## src/rtl/dagu_pkg.sv

```systemverilog
// Contract
// - low base half ignores page registers
// - upper half with page zero traps
// - both page registers reset to one
// - writing zero leaves page unchanged
// - page selects consecutive 32 KB regions
// - nonzero pages only via base bit 15
// - file register address is 13 bits
// - operand one direct, two register or literal
// - post-modify uses old pointer value
// - pre-modify uses changed pointer value
// - indexed adds pointer and second register
// - literal offset adds pointer and literal
// - modulo correction for any working register
// - boundary check triggers beyond bounds too
// - writeback only for pre/post modify
// - bit reversal only primary unit writes
// - only modifier is bit reversed; code also reverses pointer and the sum
// - reversal enabled by modifier bit 15
// - reversal only pre/post increment word writes
package dagu_pkg;
  localparam int unsigned DATA_W = 16;
  localparam int unsigned PAGE_W = 10;
  localparam int unsigned EXT_W = 24;
  localparam int unsigned NUM_W = 16;
  localparam int unsigned FILE_W = 13;
  localparam int unsigned LIT_W = 5;
  localparam logic [9:0] PAGE_RESET = 10'h001;
  localparam logic [9:0] PAGE_ZERO = 10'h000;
  localparam int unsigned EA_HI_BIT = 15;
  localparam int unsigned BITREV_ENABLE_BIT = 15;
  localparam int unsigned NEAR_LIMIT = 8192;
  typedef enum logic [6:0] {
    DAGU_MODE_DIRECT = 7'h01,
    DAGU_MODE_IND = 7'h02,
    DAGU_MODE_POST = 7'h04,
    DAGU_MODE_PRE = 7'h08,
    DAGU_MODE_REGIDX = 7'h10,
    DAGU_MODE_LITOFS = 7'h20,
    DAGU_MODE_FILE = 7'h40
  } dagu_mode_t;
  function automatic logic [15:0] dagu_rev16(input logic [15:0] v);
    logic [15:0] r;
    r = 16'h0000;
    for (int i = 0; i < 16; i++)
    begin
      r[i] = v[15 - i];
    end
    return r;
  endfunction
endpackage

```

## src/rtl/dagu_modulo.sv

```systemverilog
`timescale 1ns/1ns
module dagu_modulo
(
  // address in
  input wire logic [15:0] addr_i,
  input wire logic incr_i,
  input wire logic enable_i,
  // bounds
  input wire logic [15:0] start_i,
  input wire logic [15:0] end_i,
  // corrected
  output logic [15:0] addr_o,
  output logic wrap_o
);
  wire over_hi = incr_i && (addr_i > end_i);
  wire under_lo = !incr_i && (addr_i < start_i);
  wire [15:0] span = 16'(end_i - start_i + 16'h0001);
  assign wrap_o = enable_i && (over_hi || under_lo);
  assign addr_o = !wrap_o ? addr_i : (over_hi ? 16'(addr_i - span) : 16'(addr_i + span));
endmodule // dagu_modulo

```

## src/rtl/dagu_ext_map.sv

```systemverilog
`timescale 1ns/1ns
module dagu_ext_map
(
  // base address and page
  input wire logic [15:0] ea_i,
  input wire logic [9:0] page_i,
  // extended address
  output logic [23:0] ext_o,
  output logic page_err_o
);
  wire upper = ea_i[dagu_pkg::EA_HI_BIT];
  // lower half ignores paging entirely
  assign ext_o = upper ? {page_i[8:0], ea_i[14:0]} : {8'h00, ea_i};
  assign page_err_o = upper && (page_i == dagu_pkg::PAGE_ZERO);
endmodule // dagu_ext_map

```

## src/rtl/dagu_top.sv

```systemverilog
`timescale 1ns/1ns
module dagu_top
(
  // clock and reset
  input wire logic sys_clk_i,
  input wire logic rst_i,
  // page register writes
  input wire logic page_rd_we_i,
  input wire logic page_wr_we_i,
  input wire logic [9:0] page_wdata_i,
  // modulo setup
  input wire logic mod_en_i,
  input wire logic [3:0] mod_reg_i,
  input wire logic mod_incr_i,
  input wire logic [15:0] mod_start_i,
  input wire logic [15:0] mod_end_i,
  // reversal modifier register
  input wire logic rev_we_i,
  input wire logic [15:0] rev_wdata_i,
  // request from decode
  input wire logic req_i,
  input wire dagu_pkg::dagu_mode_t mode_i,
  input wire logic is_write_i,
  input wire logic is_byte_i,
  input wire logic primary_i,
  input wire logic [3:0] ptr_sel_i,
  input wire logic [15:0] ptr_val_i,
  input wire logic [15:0] idx_val_i,
  input wire logic [15:0] mod_const_i,
  input wire logic [12:0] file_addr_i,
  input wire logic [15:0] base_val_i,
  input wire logic op2_lit_i,
  input wire logic [4:0] op2_lit_val_i,
  input wire logic [15:0] op2_reg_i,
  // results
  output logic valid_o,
  output logic [23:0] ext_addr_o,
  output logic [15:0] ea_o,
  output logic wb_en_o,
  output logic [3:0] wb_sel_o,
  output logic [15:0] wb_val_o,
  output logic [15:0] op1_o,
  output logic [15:0] op2_o,
  output logic addr_err_o,
  output logic [9:0] page_rd_o,
  output logic [9:0] page_wr_o,
  output logic [15:0] rev_mod_o
);
  logic [9:0] page_rd;
  logic [9:0] page_wr;
  logic [15:0] rev_mod;

  // page registers: a zero write is dropped so page 0 stays unreachable via upper half
  wire rd_take = page_rd_we_i && (page_wdata_i != dagu_pkg::PAGE_ZERO);
  wire wr_take = page_wr_we_i && (page_wdata_i != dagu_pkg::PAGE_ZERO);

  always_ff @(posedge sys_clk_i)
  begin
    if (rst_i)
    begin
      page_rd <= dagu_pkg::PAGE_RESET;
      page_wr <= dagu_pkg::PAGE_RESET;
      rev_mod <= 16'h0000;
    end
    else
    begin
      if (rd_take)
        page_rd <= page_wdata_i;
      if (wr_take)
        page_wr <= page_wdata_i;
      if (rev_we_i)
        rev_mod <= rev_wdata_i;
    end
  end

  // address modes
  wire is_post = (mode_i == dagu_pkg::DAGU_MODE_POST);
  wire is_pre = (mode_i == dagu_pkg::DAGU_MODE_PRE);
  wire is_file = (mode_i == dagu_pkg::DAGU_MODE_FILE);
  wire is_regidx = (mode_i == dagu_pkg::DAGU_MODE_REGIDX);
  wire is_litofs = (mode_i == dagu_pkg::DAGU_MODE_LITOFS);
  wire is_ind = (mode_i == dagu_pkg::DAGU_MODE_IND);
  wire incr = !mod_const_i[15];

  // reversal: pointer and modifier are both reversed, added, and the sum reversed back
  wire rev_on = rev_mod[dagu_pkg::BITREV_ENABLE_BIT] && primary_i && is_write_i && !is_byte_i
    && incr && (is_pre || is_post);
  wire [15:0] rev_sum = 16'(dagu_pkg::dagu_rev16(dagu_pkg::dagu_rev16(ptr_val_i)
    + dagu_pkg::dagu_rev16({rev_mod[14:0], 1'b0}))) & 16'hfffe;

  wire [15:0] modified = 16'(ptr_val_i + mod_const_i);
  wire [15:0] ofs_sum = is_regidx ? 16'(ptr_val_i + idx_val_i)
    : 16'(ptr_val_i + {{11{op2_lit_val_i[4]}}, op2_lit_val_i});

  // raw address before modulo; post-modify presents old pointer value
  wire [15:0] raw_ea = is_file ? {3'h0, file_addr_i}
    : is_pre ? modified
    : (is_post || is_ind) ? ptr_val_i
    : ofs_sum;
  // the updated pointer value for writeback
  wire [15:0] raw_upd = is_pre ? modified : 16'(ptr_val_i + mod_const_i);

  // modulo applies to whichever register the setup names
  wire mod_hit = mod_en_i && (mod_reg_i == ptr_sel_i) && !is_file && !rev_on;
  wire [15:0] corr_ea;
  wire [15:0] corr_upd;
  wire wrap_ea;

  dagu_modulo u_mod_ea
  (
    .addr_i(raw_ea),
    .incr_i(incr),
    .enable_i(mod_hit),
    .start_i(mod_start_i),
    .end_i(mod_end_i),
    .addr_o(corr_ea),
    .wrap_o(wrap_ea)
  );

  dagu_modulo u_mod_upd
  (
    .addr_i(raw_upd),
    .incr_i(incr),
    .enable_i(mod_hit),
    .start_i(mod_start_i),
    .end_i(mod_end_i),
    .addr_o(corr_upd),
    .wrap_o()
  );

  wire [15:0] final_ea = rev_on ? (is_pre ? rev_sum : ptr_val_i) : corr_ea;
  wire [15:0] final_upd = rev_on ? rev_sum : corr_upd;
  // offset modes correct the address but never touch the pointer
  wire do_wb = (is_pre || is_post);

  wire [9:0] page_sel = is_write_i ? page_wr : page_rd;
  wire [23:0] ext_addr;
  wire page_err;

  dagu_ext_map u_map
  (
    .ea_i(final_ea),
    .page_i(page_sel),
    .ext_o(ext_addr),
    .page_err_o(page_err)
  );

  // operand one always direct, operand two register or literal
  wire [15:0] op2 = op2_lit_i ? {11'h000, op2_lit_val_i} : op2_reg_i;

  always_ff @(posedge sys_clk_i)
  begin
    if (rst_i)
    begin
      valid_o <= 1'b0;
      ext_addr_o <= 24'h000000;
      ea_o <= 16'h0000;
      wb_en_o <= 1'b0;
      wb_sel_o <= 4'h0;
      wb_val_o <= 16'h0000;
      op1_o <= 16'h0000;
      op2_o <= 16'h0000;
      addr_err_o <= 1'b0;
    end
    else
    begin
      valid_o <= req_i && !page_err;
      ext_addr_o <= ext_addr;
      ea_o <= final_ea;
      wb_en_o <= req_i && do_wb;
      wb_sel_o <= ptr_sel_i;
      wb_val_o <= final_upd;
      op1_o <= base_val_i;
      op2_o <= op2;
      addr_err_o <= req_i && page_err && !is_file;
    end
  end

  always_ff @(posedge sys_clk_i)
  begin
    if (rst_i)
    begin
      page_rd_o <= dagu_pkg::PAGE_RESET;
      page_wr_o <= dagu_pkg::PAGE_RESET;
      rev_mod_o <= 16'h0000;
    end
    else
    begin
      page_rd_o <= page_rd;
      page_wr_o <= page_wr;
      rev_mod_o <= rev_mod;
    end
  end

  a_page_reset_one: assert property (@(posedge sys_clk_i) $fell(rst_i) |-> page_rd == 10'h001 && page_wr == 10'h001)
    else $error("page registers not one after reset");
  a_page_zero_kept: assert property (@(posedge sys_clk_i) disable iff (rst_i)
    page_rd_we_i && page_wdata_i == 10'h000 |=> page_rd == $past(page_rd))
    else $error("zero write changed read page");
  a_low_half_flat: assert property (@(posedge sys_clk_i) disable iff (rst_i)
    req_i && !final_ea[15] |=> ext_addr_o == {8'h00, ea_o})
    else $error("lower half address paged");
  a_upper_page_map: assert property (@(posedge sys_clk_i) disable iff (rst_i)
    req_i && final_ea[15] && !page_err |=> ext_addr_o == {$past(page_sel[8:0]), ea_o[14:0]})
    else $error("upper half mapping wrong");
  a_page_zero_trap: assert property (@(posedge sys_clk_i) disable iff (rst_i)
    req_i && !is_file && final_ea[15] && page_sel == 10'h000 |=> addr_err_o && !valid_o)
    else $error("page zero access not trapped");
  a_offset_no_wb: assert property (@(posedge sys_clk_i) disable iff (rst_i)
    req_i && (is_regidx || is_litofs) |=> !wb_en_o)
    else $error("offset mode wrote pointer back");
  a_post_old_ptr: assert property (@(posedge sys_clk_i) disable iff (rst_i)
    req_i && is_post && !mod_hit && !rev_on |=> ea_o == $past(ptr_val_i))
    else $error("post modify used changed pointer");
  a_file_near: assert property (@(posedge sys_clk_i) disable iff (rst_i)
    req_i && is_file |=> ea_o < 16'h2000)
    else $error("file address beyond near space");
  a_byte_no_rev: assert property (@(posedge sys_clk_i) disable iff (rst_i)
    is_byte_i || !is_write_i |-> !rev_on)
    else $error("reversal on byte or read access");
endmodule // dagu_top

```

## config.mk

```make
export PLATFORM = sky130hd
export DESIGN_NAME = dagu_top
export DESIGN_NICKNAME = d
export VERILOG_FILES = /design/src/rtl/dagu_pkg.sv /design/src/rtl/dagu_modulo.sv /design/src/rtl/dagu_ext_map.sv /design/src/rtl/dagu_top.sv
export SDC_FILE = /design/constraint.sdc
export NUM_CORES = 1
export LEC_CHECK = 0
export BUFFER_PORTS_ARGS = -buffer_cell sky130_fd_sc_hd__buf_2
export CORE_MARGIN = 3
export CORE_UTILIZATION = 50
export DETAILED_ROUTE_END_ITERATION = 10
export PLACE_DENSITY = 0.76
export SETUP_SLACK_MARGIN = 0.02
export SKIP_LAST_GASP = 1
export SYNTH_ARGS = -nofsm -noshare
export SYNTH_HDL_FRONTEND = slang
export SYNTH_SLANG_ARGS = --single-unit
export TNS_END_PERCENT = 5
```

## constraint.sdc

```tcl
create_clock -name sys_clk_i -period 10.7 [get_ports sys_clk_i]
set_input_delay 2.14 -clock sys_clk_i [delete_from_list [all_inputs] [get_ports sys_clk_i]]
set_output_delay 2.14 -clock sys_clk_i [all_outputs]
set_load 0.1 [all_outputs]
```

; ---- Word level (Yosys, flattened, before mapping)
; Cells that the tools add are included.
[word_totals]
regBits = 167
in_bits = 183
out_inout_bits = 131
word_cells = 87
[classes]
addsub = 10
order_cmp = 4
n_eq_ne = 6
muxes = 13
bitwise = 1
reduce_logical = 35
[ops]
columns = operator, n
row1 = $mux W16, 11
row2 = $add A16 B16 Y16, 5
row3 = $sub A16 B16 Y16, 3
row4 = $gt A16 B16 Y1, 2
row5 = $lt A16 B16 Y1, 2
row6 = $logic_and A1 B1 Y1, 21
row7 = $add A16 B1 Y16 const B, 1
row8 = $add A15 B15 Y15, 1
row9 = $logic_not A10 Y1, 1
row10 = $mux W10, 1
row11 = $reduce_bool A10 Y1, 1
row12 = $eq A7 B2 Y1 const B, 1
row13 = $eq A7 B3 Y1 const B, 1
row14 = $eq A7 B4 Y1 const B, 1
row15 = $eq A7 B5 Y1 const B, 1
row16 = $eq A7 B7 Y1 const B, 1
row17 = $reduce_or A2 Y1, 3
row18 = $logic_not A1 Y1, 5
row19 = $mux W5, 1
row20 = $eq A4 B4 Y1, 1
row21 = $logic_or A1 B1 Y1, 4
row22 = $not A1 Y1, 1

; ---- Logic depth before layout (Yosys ltp)
; Gate-level depths: netlist of the first run.
[logic_depth]
word_depth = 14
mapped_depth = 40
ltp_nobuf = 37

; ---- Modules after synthesis
; Synthesis of the first run repeated with hierarchy kept, for this count alone.
[unflattened]
hier_cells = 1784
area_unflattened_um2 = 14431.3
[modules_own_cells]
columns = mod, n_inst, cells_each, area_each_um2
row1 = dagu_top, 1, 988, 8511.9
row2 = dagu_modulo at u_mod_ea, 1, 392, 2885.3
row3 = dagu_modulo at u_mod_upd, 1, 376, 2832.7
row4 = dagu_ext_map, 1, 28, 201.4

; ---- Worst setup path before layout of the first run
; OpenSTA, ideal clock, no wires.
[synth_path]
path_type = in2reg
from = input mode_i[2]
to = register ea_o[15]
setup_time_ns = 0.140
arrival_ns = 9.534
required_ns = 10.560
setup_slack_ns = 1.026
cell_stages = 37
path_buffers = 3
path_cell_list = buf_4 nor2_4 nand2_1 nor4b_2 nor2b_1 clkbuf_1 a21o_1 ha_1 a211o_1 a211oi_1 o21ai_0 a31oi_1 o21bai_1 a21oi_1 xnor2_1 nand2_1 a21oi_1 ha_1 a21o_1 a21oi_1 nor2b_1 o41ai_1 nand2_1 xnor2_1 ha_1 a21o_1 nor3_1 nand3_1 a2111oi_0 or3_1 a21oi_1 xnor2_1 xnor2_1 a211oi_1 nand2b_4 buf_6 nor3_1
[synth_between]
elab_chain_cells = 11
word_cells_on_any_way = 28
classes_between = add/sub: 2 / order compare: 2 / eq/ne: 5 / mux: 8 / reduce/logical: 11
[synth_rtl]
columns = element, line_no
row1 = start: declaration, dagu_top.sv:22  ; input wire dagu_pkg::dagu_mode_t mode_i,
row2 = "$eq A7 B5 Y1, or another cell as far along", dagu_top.sv:80  ; wire is_regidx = (mode_i == dagu_pkg::DAGU_MODE_REGIDX);
row3 = $mux W16 or $logic_or A1 B1 Y1 (tied branches), "dagu_top.sv:92, dagu_top.sv:98"
row4 = $mux W16, dagu_top.sv:98  ; : (is_post || is_ind) ? ptr_val_i
row5 = $mux W16, dagu_top.sv:97  ; : is_pre ? modified
row6 = $mux W16, dagu_top.sv:96  ; wire [15:0] raw_ea = is_file ? {3'h0, file_addr_i}
row7 = $gt A16 B16 Y1 or $lt A16 B16 Y1 (tied branches), "dagu_modulo.sv:15, dagu_modulo.sv:16"
row8 = $logic_and A1 B1 Y1 (on tied branches), "dagu_modulo.sv:15, dagu_modulo.sv:16"
row9 = $logic_or A1 B1 Y1, dagu_modulo.sv:18  ; assign wrap_o = enable_i && (over_hi || under_lo);
row10 = $logic_and A1 B1 Y1, dagu_modulo.sv:18
row11 = $mux W16, dagu_modulo.sv:19  ; assign addr_o = !wrap_o ? addr_i : (over_hi ? 16'(addr_i - span) : 16'(addr_i + span));
row12 = $mux W16 (*), dagu_top.sv:131  ; wire [15:0] final_ea = rev_on ? (is_pre ? rev_sum : ptr_val_i) : corr_ea;
row13 = end signal: assignment, dagu_top.sv:169  ; ea_o <= final_ea;
row14 = end: declaration, dagu_top.sv:38  ; output logic [15:0] ea_o,
; Mark *: on every way between the ends. The rest lies on a longest branch, timed or not.
; A chain may end at the register's enable or synchronous reset.

; ---- Worst setup path after layout of the first run
[layout_path]
from = input mode_i[2]
to = register addr_err_o
[layout_between]
elab_chain_cells = 14
word_cells_on_any_way = 31
classes_between = add/sub: 2 / order compare: 2 / eq/ne: 5 / mux: 8 / reduce/logical: 14
[layout_rtl]
columns = element, line_no
row1 = "$eq A7 B5 Y1, or another cell as far along", dagu_top.sv:80
row2 = $mux W16 or $logic_or A1 B1 Y1 (tied branches), "dagu_top.sv:92, dagu_top.sv:98"
row3 = $mux W16, dagu_top.sv:98
row4 = $mux W16, dagu_top.sv:97
row5 = $mux W16, dagu_top.sv:96
row6 = $gt A16 B16 Y1 or $lt A16 B16 Y1 (tied branches), "dagu_modulo.sv:15, dagu_modulo.sv:16"
row7 = $logic_and A1 B1 Y1 (on tied branches), "dagu_modulo.sv:15, dagu_modulo.sv:16"
row8 = $logic_or A1 B1 Y1, dagu_modulo.sv:18
row9 = $logic_and A1 B1 Y1, dagu_modulo.sv:18
row10 = $mux W16, dagu_modulo.sv:19
row11 = $mux W16, dagu_top.sv:131
row12 = $logic_and A1 B1 Y1, dagu_ext_map.sv:14  ; assign page_err_o = upper && (page_i == dagu_pkg::PAGE_ZERO);
row13 = $logic_and A1 B1 Y1, dagu_top.sv:175  ; addr_err_o <= req_i && page_err && !is_file;
row14 = $logic_and A1 B1 Y1 (*), dagu_top.sv:175
row15 = end signal: assignment, dagu_top.sv:175
row16 = end: declaration, dagu_top.sv:44  ; output logic addr_err_o,
; Marked as above.

==> results of run 1 <==
layout by cell type, fill, tap and decap left out, types with 50 or more instances in the layout:
| cell type | count |
|---|---|
| a21oi_1 | 99 |
| buf_2 | 311 |
| dfxtp_1 | 152 |
| ha_1 | 166 |
| inv_1 | 61 |
| mux2i_1 | 50 |
| nand2_1 | 121 |
| nor2_1 | 129 |
| nor2b_1 | 74 |
| o21ai_0 | 60 |
| xnor2_1 | 74 |
timing repair:
action,in CTS,in global routing
setup buffers,0,0
endpoints found under the setup margin,0,4
gates resized for setup,0,1
routing by layer:
layer	up-vias	GRT usage
li1	5804	-
met1	5384	0.340
met2	461	0.485
met3	80	0.0492
met4	0	0.0907
met5	-	0
final timing paths:
kind | end | slack [ps] | cells past startpoint
hold reg to reg | page_rd[9]$_SDFFE_PP0P_ | 470 | 2
setup / recovery | addr_err_o$_SDFF_PP0_ | 670 | 36
setup reg to reg | wb_val_o[1]$_SDFF_PP0_ | 7380 | 14
hold / removal | page_rd[9]$_SDFFE_PP0P_ | 470 | 2
through the flow:
| stage | worst slack (ps) | cells | util | total power, mW | hold slack, ps |
|---|---|---|---|---|---|
| CTS | 761 | 2077 | 0.614 | 2.71 | 475 |
| global placement | 553 | 2045 | 0.589 | 2.06 | 457 |
| floorplan | 1030 | 1460 | - | 1.79 | 445 |
| finish | 673 | 2078 | 0.614 | 2.71 | 473 |
| detailed placement | 371 | 2045 | 0.589 | 2.09 | 466 |
| global route | 39.5 | 2078 | 0.614 | 2.87 | 508 |
registers in the layout (all words and copies together), names as in the netlist:
name and cells:
ext_addr_o 23, rev_mod_o 16, page_rd_o 10, op2_o 16, wb_en_o 1, wb_sel_o 4, wb_val_o 16, rev_mod 16
page_wr 10, page_rd 10, op1_o 16, addr_err_o 1, valid_o 1, page_wr_o 10, ea_o 2
power by group:
part	leakage, nW	internal (mW)	switching (mW)	total (mW)
clock network	0.286	0.314	0.295	0.608
registers	1.25	0.605	0.0206	0.625
logic	5.51	0.537	0.943	1.48
total	7.05	1.46	1.26	2.71
kinds of logic (layout without fill, tap and decap cells):
kind of cell	after synthesis	after routing	share of synthesized area
AND/OR/NAND/NOR	474	474	0.198
AO/OA/AOI/OAI	367	367	0.200
adder cells (fa/ha/maj)	172	172	0.180
flip-flops	152	152	0.250
buffers and inverters	128	426	0.0462
XOR/XNOR	112	112	0.0804
multiplexers	55	55	0.0457
other	0	1	0
tightest hold or removal path, delay by kind of cell (launching register included):
family	cells	cell delay, ps
flip-flops	1	320
AND/OR/NAND/NOR	1	50
AO/OA/AOI/OAI	1	50
layout make-up:
class                           instances  area (µm²)  share of cell area
Sequential cell                       152        3040               0.209
Antenna cell                            1        2.50            0.000172
Tap cell                              319         399              0.0274
Clock buffer                           18         429              0.0294
Timing Repair Buffer                  333        1720               0.118
Inverter                               61         229              0.0157
Multi-Input combinational cell       1180        8600               0.590
Clock inverter                         14         150              0.0103
==> results by stage, run 1 <==
Run status:
- The run finished with clean final reports.

Critical path:
- The endpoint type of the worst setup path is a flop.
- The critical path startpoint category is an input port.
- The longest individual stage delay on the worst path is ~700 ps.
- The required time reported for the critical path endpoint is ~11000 ps.
- The critical path class is input port to flop.
- Data on the critical path arrives at its endpoint at just over 10000 ps.
- The launch point of the worst reg-to-reg path is rev_mod[14]$_SDFFE_PP0P_.
- On the critical path, the stage with the largest delay is an instance of nor2b_1.
- Among cell families on the critical path, the largest total delay comes from compound AO/OA/AOI/OAI gates.
- Tracing the worst setup path back leads to its startpoint at mode_i[2].
- The critical path contains buffers and inverters numbering 3 combined.
- The maximum net fanout on the critical path is 17.

Detailed routing:
- The routed wire length per instance is about 18 µm.
- The routed design uses between 15 and 20 mm of met2 wire.
- The final route contains roughly 12000 vias.
- The final layout contains routed wiring with a total length of 38.0 mm.
- In the detailed route, the total length drawn on met3 is ~2.6 mm.
- In this run, the number of DRC markers left after iteration 0 of detailed routing was between 800 and 900.
- The residual DRC count is 0.
- The first detailed-routing pass took 5 iterations.
- The number of antenna-violating nets in the routed design is 0.
- The via-per-instance ratio is around 5.6.
- The wire length the detailed router placed on met1 is 15.9 mm.
- The detailed router used layers up to and including met4.

Min path:
- The class of the tightest hold or removal check is flop to flop.
- The start point of the worst hold path is page_rd[9]$_SDFFE_PP0P_.

Clocking:
- The tree built by TritonCTS fans out to approximately 150 sinks.
- In this run the number of H-tree levels came out at 4.
- The root buffer selected by CTS is clkbuf_16.
- The CTS tree is done.
- After clock tree synthesis, the clock-pin slew on the worst setup and hold paths is approximately 70 ps.
- Hold repair after CTS inserted 0 buffers.
- The clock latency on the worst-skew pair is 440 ps.
- In this run, CTS created clock tree buffers numbering 17.
- In this run the deepest clock path goes through 2 buffers.

Placement:
- The count of input and output buffers is approximately 310.
- Detailed placement finished with a half-perimeter wire length of just over 30 mm.
- The congestion estimate from routability-driven global placement came to 0.934.
- The post-place instance area is ~0.014 mm².

Pwr:
- IR analysis of the VDD net gives a maximum drop of 168 µV.
- The power per cell area is between 150 and 200 mW/mm².
- For this design the static power due to leakage is approximately 7.0 nW.

Timing:
- Clock skew on the completed layout was measured at roughly 15 ps.
- The hold violation total from the final report is 0.
- The part of the cycle the worst path needs is 0.937.
- Setup violations remaining at the end of the flow were counted as 0.
- At the pin with the least slew margin, the transition time is between 1000 and 1500 ps.
- The final count of pins violating max slew was 0.
- Setup repair after global routing left no endpoint under its margin.
- The worst slew margin relative to its limit is 0.297.
- The minimum clock period after layout is 10030 ps.
- Adding up every negative setup slack in the final design gives 0 ps.
- The highest clock frequency the design can meet is between 90 and 100 MHz.

Floorplanning:
- The floorplan step defined a core boundary enclosing around 0.024 mm².
- The number of placement rows is 56.
- The initial standard-cell utilization of the core is 0.513.
- The overall die width is between 150 and 200 µm.
- The overall die height is 162 µm.
- The die covers between 0.02 and 0.03 mm².
- The I/O pin count is approximately 310.

Yosys:
- During synthesis, Yosys emitted a total of 0 warnings.
- The cell area that synthesis handed to floorplanning was 0.0122 mm².
- The dominant register cell in the synthesized netlist is dfxtp_1.
- Synthesis handed over a netlist of approximately 1500 instances.
- Counting every net in the synthesized netlist gives between 1500 and 2000.
- After synthesis, the cell types taking the most area are dfxtp_1 (25%), ha_1 (17%), xnor2_1 (5.3%).
- Sorting the synthesized cells by how often they occur yields ha_1 (166), dfxtp_1 (152), nor2_1 (129), nand2_1 (121), a21oi_1 (100).
- The cell type contributing the most total cell area after synthesis is dfxtp_1.
- The most used standard cell by instance count after synthesis is ha_1.
- The sequential share of the synthesized area is 0.250.
- The number of distinct standard cells referenced by the synthesized netlist is 76.
- The number of enable flip-flop cells after synthesis is 0.
- The flop and latch count out of synthesis is between 150 and 200.
- Counting flops with an async set or reset pin after synthesis yields a share of 0.
- Of the post-synthesis cell area, the dominant cell type holds 0.250.
- Dividing the synthesized area by the synthesized cell count gives ~8.4 µm².

Global route:
- The total overflow left after global routing is 0.
- Entering global routing, the biggest net connects 81 pins.
- The global-route wire length before repair is between 50 and 60 mm.
- The number of antenna violations at the first check in global routing is 1.
- For this run, the total global-route usage over all layers was measured as 0.275.
- The via count of the first global-routing pass is between 10000 and 15000.

Cells and area:
- Of the cells placed in the final design, the portion with a size suffix greater than 1 is 0.230.
- The finished cells cover approximately 0.015 mm².
- The number of nets in the layout is 2100.
- Relative to the synthesized area, the layout overhead comes to 19.6%.
- The layout filler cell count is between 2000 and 2500.

Run:
- Across the run, the number of max-cap violations was 0.
Power figures use the tool's default switching activity.
==> run 2, diff against run 1 <==
Settings changed: BUFFER_PORTS_ARGS -buffer_cell sky130_fd_sc_hd__buf_2 to default, DONT_BUFFER_PORTS from default to 1, PLACE_DENSITY 0.76 to default.
==> run 2 against run 1 <==
Effect of this change: maximum frequency grew 2.9%; global-route usage is 1.0 points lower; largest cell class unchanged; total power fell by 2.8%; largest power group unchanged; via count decreased by 12%; critical path type unchanged.
==> results by stage, run 2 (synthesized netlist as in run 1, its figures left out) <==
Detailed routing:
- The via count of the routed design came to 10285 (-12%).
- The number of antenna-violating nets in the routed design is 0 (unchanged).
- The first-pass iteration count of the detailed router is 5 (unchanged).
- The residual DRC count was 0 (unchanged).
- The routed wire length per instance is 20.3 µm (+11%).
- The detailed-route wire length was 35.8 mm (-5.6%).
- The first-iteration detailed-routing DRC count is 852 (-1.5%).
- The via-per-instance ratio came to 5.82 (+3.2%).

Clocking:
- The worst-case clock buffer depth is 2 (unchanged).
- The count of cells resized by post-cts repair was 0 (unchanged).
- The maximum level of the CTS H-tree was 4 (unchanged).
- The hold-fix buffer count after cts is 0 (unchanged).
- The number of sinks driven by the clock tree is 152 (unchanged).
- The CTS tree is done.
- The number of clock buffers inserted by TritonCTS is 17 (unchanged).
- The post-CTS clock slew at the launch and capture registers of the worst setup and hold paths is 80 ps (about the same).
- The root buffer selected by CTS is clkbuf_16.
- The post-CTS setup-driven buffer insertion count is 0 (unchanged).
- The clock latency on the worst-skew pair is 440 ps (about the same).

Critical path:
- The longest individual stage delay on the worst path is 610 ps (-90 ps).
- The setup path with the least slack is of type input port to flop.
- The critical path startpoint category is an input port.
- The worst setup path is captured at a flop.
- The required time reported for the critical path endpoint is 11020 ps (about the same).
- On the critical path, the stage with the largest delay is an instance of a2111oi_0.
- The maximum net fanout on the critical path is 12 (-5).
- The arrival time at the worst endpoint is 10070 ps (-280 ps).

Global route:
- The number of antenna violations at the first check in global routing is 0 (-1).
- The largest net degree at the start of global routing is 139 (+72%).
- The combined global-route utilization of all metal layers is 0.265 (-0.0105).
- The via count of the first global-routing pass is 9914 (-11%).
- The global-route wire length before repair is 54.9 mm (-4.6%).
- The total global routing overflow is 0 (unchanged).

Floorplanning:
- The overall die height is 162 µm (unchanged).
- The die footprint is 0.0263 mm² (unchanged).
- The standard cell core area was 0.0238 mm² (unchanged).
- The initial standard-cell utilization of the core came to 0.513 (unchanged).
- The number of placement rows is 56 (unchanged).
- The I/O pin count was 314 (unchanged).
- The overall die width was 162 µm (unchanged).

Pwr:
- The power consumption is 2.64 mW (-2.8%).
- The peak ir drop on the vdd network is 146 µV (-13%).
- The static leakage is 5.71 nW (-19%).
- The power per cell area is 202 mW/mm² (+8.3%).

Cells and area:
- The final design area excluding fillers was 0.0131 mm² (-10%).
- The library cells used most frequently in the layout, excluding fill and tap cells, are ha_1 (166), dfxtp_1 (137), nor2_1 (129).
- From synthesis to final layout, the design area changed by 7.32%.
- The count of antenna diodes in the layout is 0 (-1).
- Ranked by flip-flop count, first place goes to ext_addr_o.
- The share of layout cells above drive strength 1 is 0.0753 (-0.154).
- The number of flip-flops under the largest register name is 23 (unchanged).
- The number of nets in the layout is 1789 (-15%).
- Leaving out fill and tap cells, the most frequent cell in the layout is ha_1.

Timing:
- The final count of pins violating max slew is 0 (unchanged).
- The minimum clock period after layout is 9750 ps (-281 ps).
- The final critical-path setup slack is 953 ps (+281 ps).
- The transition time at the pin with the least slew margin is 1050 ps (-5.73 ps).
- The final setup violation count was 0 (unchanged).
- The total negative setup slack was 0 ps (unchanged).
- The worst slew margin relative to its limit was 0.305 (+0.00742).
- Setup repair after global routing left no endpoint under its margin.
- The hold violation total from the final report is 0 (unchanged).
- The part of the cycle the worst path needs is 0.911 (-0.0262).
- The setup skew after layout is 15.9 ps (+0.606 ps).
- The highest clock frequency the design can meet is 103 MHz (+2.9%).

Run status:
- The run finished with clean final reports.

Placement:
- The estimated wirelength of the detail-placed design was 29.1 mm (-5.6%).
- The minimum setup slack after placement is 548 ps (+177 ps).
- The final RePlAce weighted congestion is 0.902 (-3.4%).
- The count of input and output buffers was 0 (-100%).
- The post-place instance area was 0.0125 mm² (-11%).

Min path:
- The min-delay analysis places its worst path in the category flop to flop.

Run:
- The reported max-cap violation count is 0 (unchanged).
==> run 2: changes by cell type in the layout (fill, tap and decap cells not counted), moves of 4 or more <==
cell | previous run | this run
inv_6 | 5 | 1
dfxtp_1 | 152 | 137
buf_2 | 311 | 0
clkinv_8 | 2 | 6
dfxtp_2 | 0 | 15
==> run 2: final timing paths <==
path / slack, ps / depth (start not counted) / startpoint / to
setup / recovery: 950 / 34 / mode_i[1] / valid_o$_SDFF_PP0_
hold / removal: 490 / 1 / rev_mod[11]$_SDFFE_PP0P_ / rev_mod_o[11]$_SDFF_PP0_
setup reg to reg: 7460 / 14 / rev_mod[14]$_SDFFE_PP0P_ / wb_val_o[1]$_SDFF_PP0_
hold reg to reg: 490 / 1 / rev_mod[11]$_SDFFE_PP0P_ / rev_mod_o[11]$_SDFF_PP0_
==> run 2: power breakdown <==
part	leakage [nW]	switching (mW)	internal, mW
combinational	4.15	0.602	0.487
clock	0.299	0.309	0.320
sequential	1.26	0.314	0.606
total	5.71	1.22	1.41
==> run 2: per-layer routing <==
metal,track usage,share of wire,up-vias
met5,0,0,-
met4,0.0682,0.021,0
met3,0.0673,0.070,46
met2,0.449,0.48,369
met1,0.337,0.43,4674
li1,-,-,5196
==> run 2: area by class of cell <==
class                      instances  area [µm²]
multi-input combinational       1180        8610
sequential                       152        3060
clock inverter                    15         194
tap                              319         399
clock buffer                      17         425
fill                            2218       10700
inverter                          61         229
timing repair buffer              22         165
==> run 2: worst max-delay path, delay by kind of cell <==
kind,cells,cell delay (ps)
AO/OA/AOI/OAI,16,4260
AND/OR/NAND/NOR,11,2030
adder cells (fa/ha/maj),3,980
XOR/XNOR,4,630
==> run 2: through the flow <==
stage,util,hold WS (ps),std cells
after floorplan,-,445,1460
after global placement,0.525,474,1734
after detailed placement,0.525,478,1734
after CTS,0.551,489,1766
after global routing,0.551,503,1766
final,0.551,490,1766
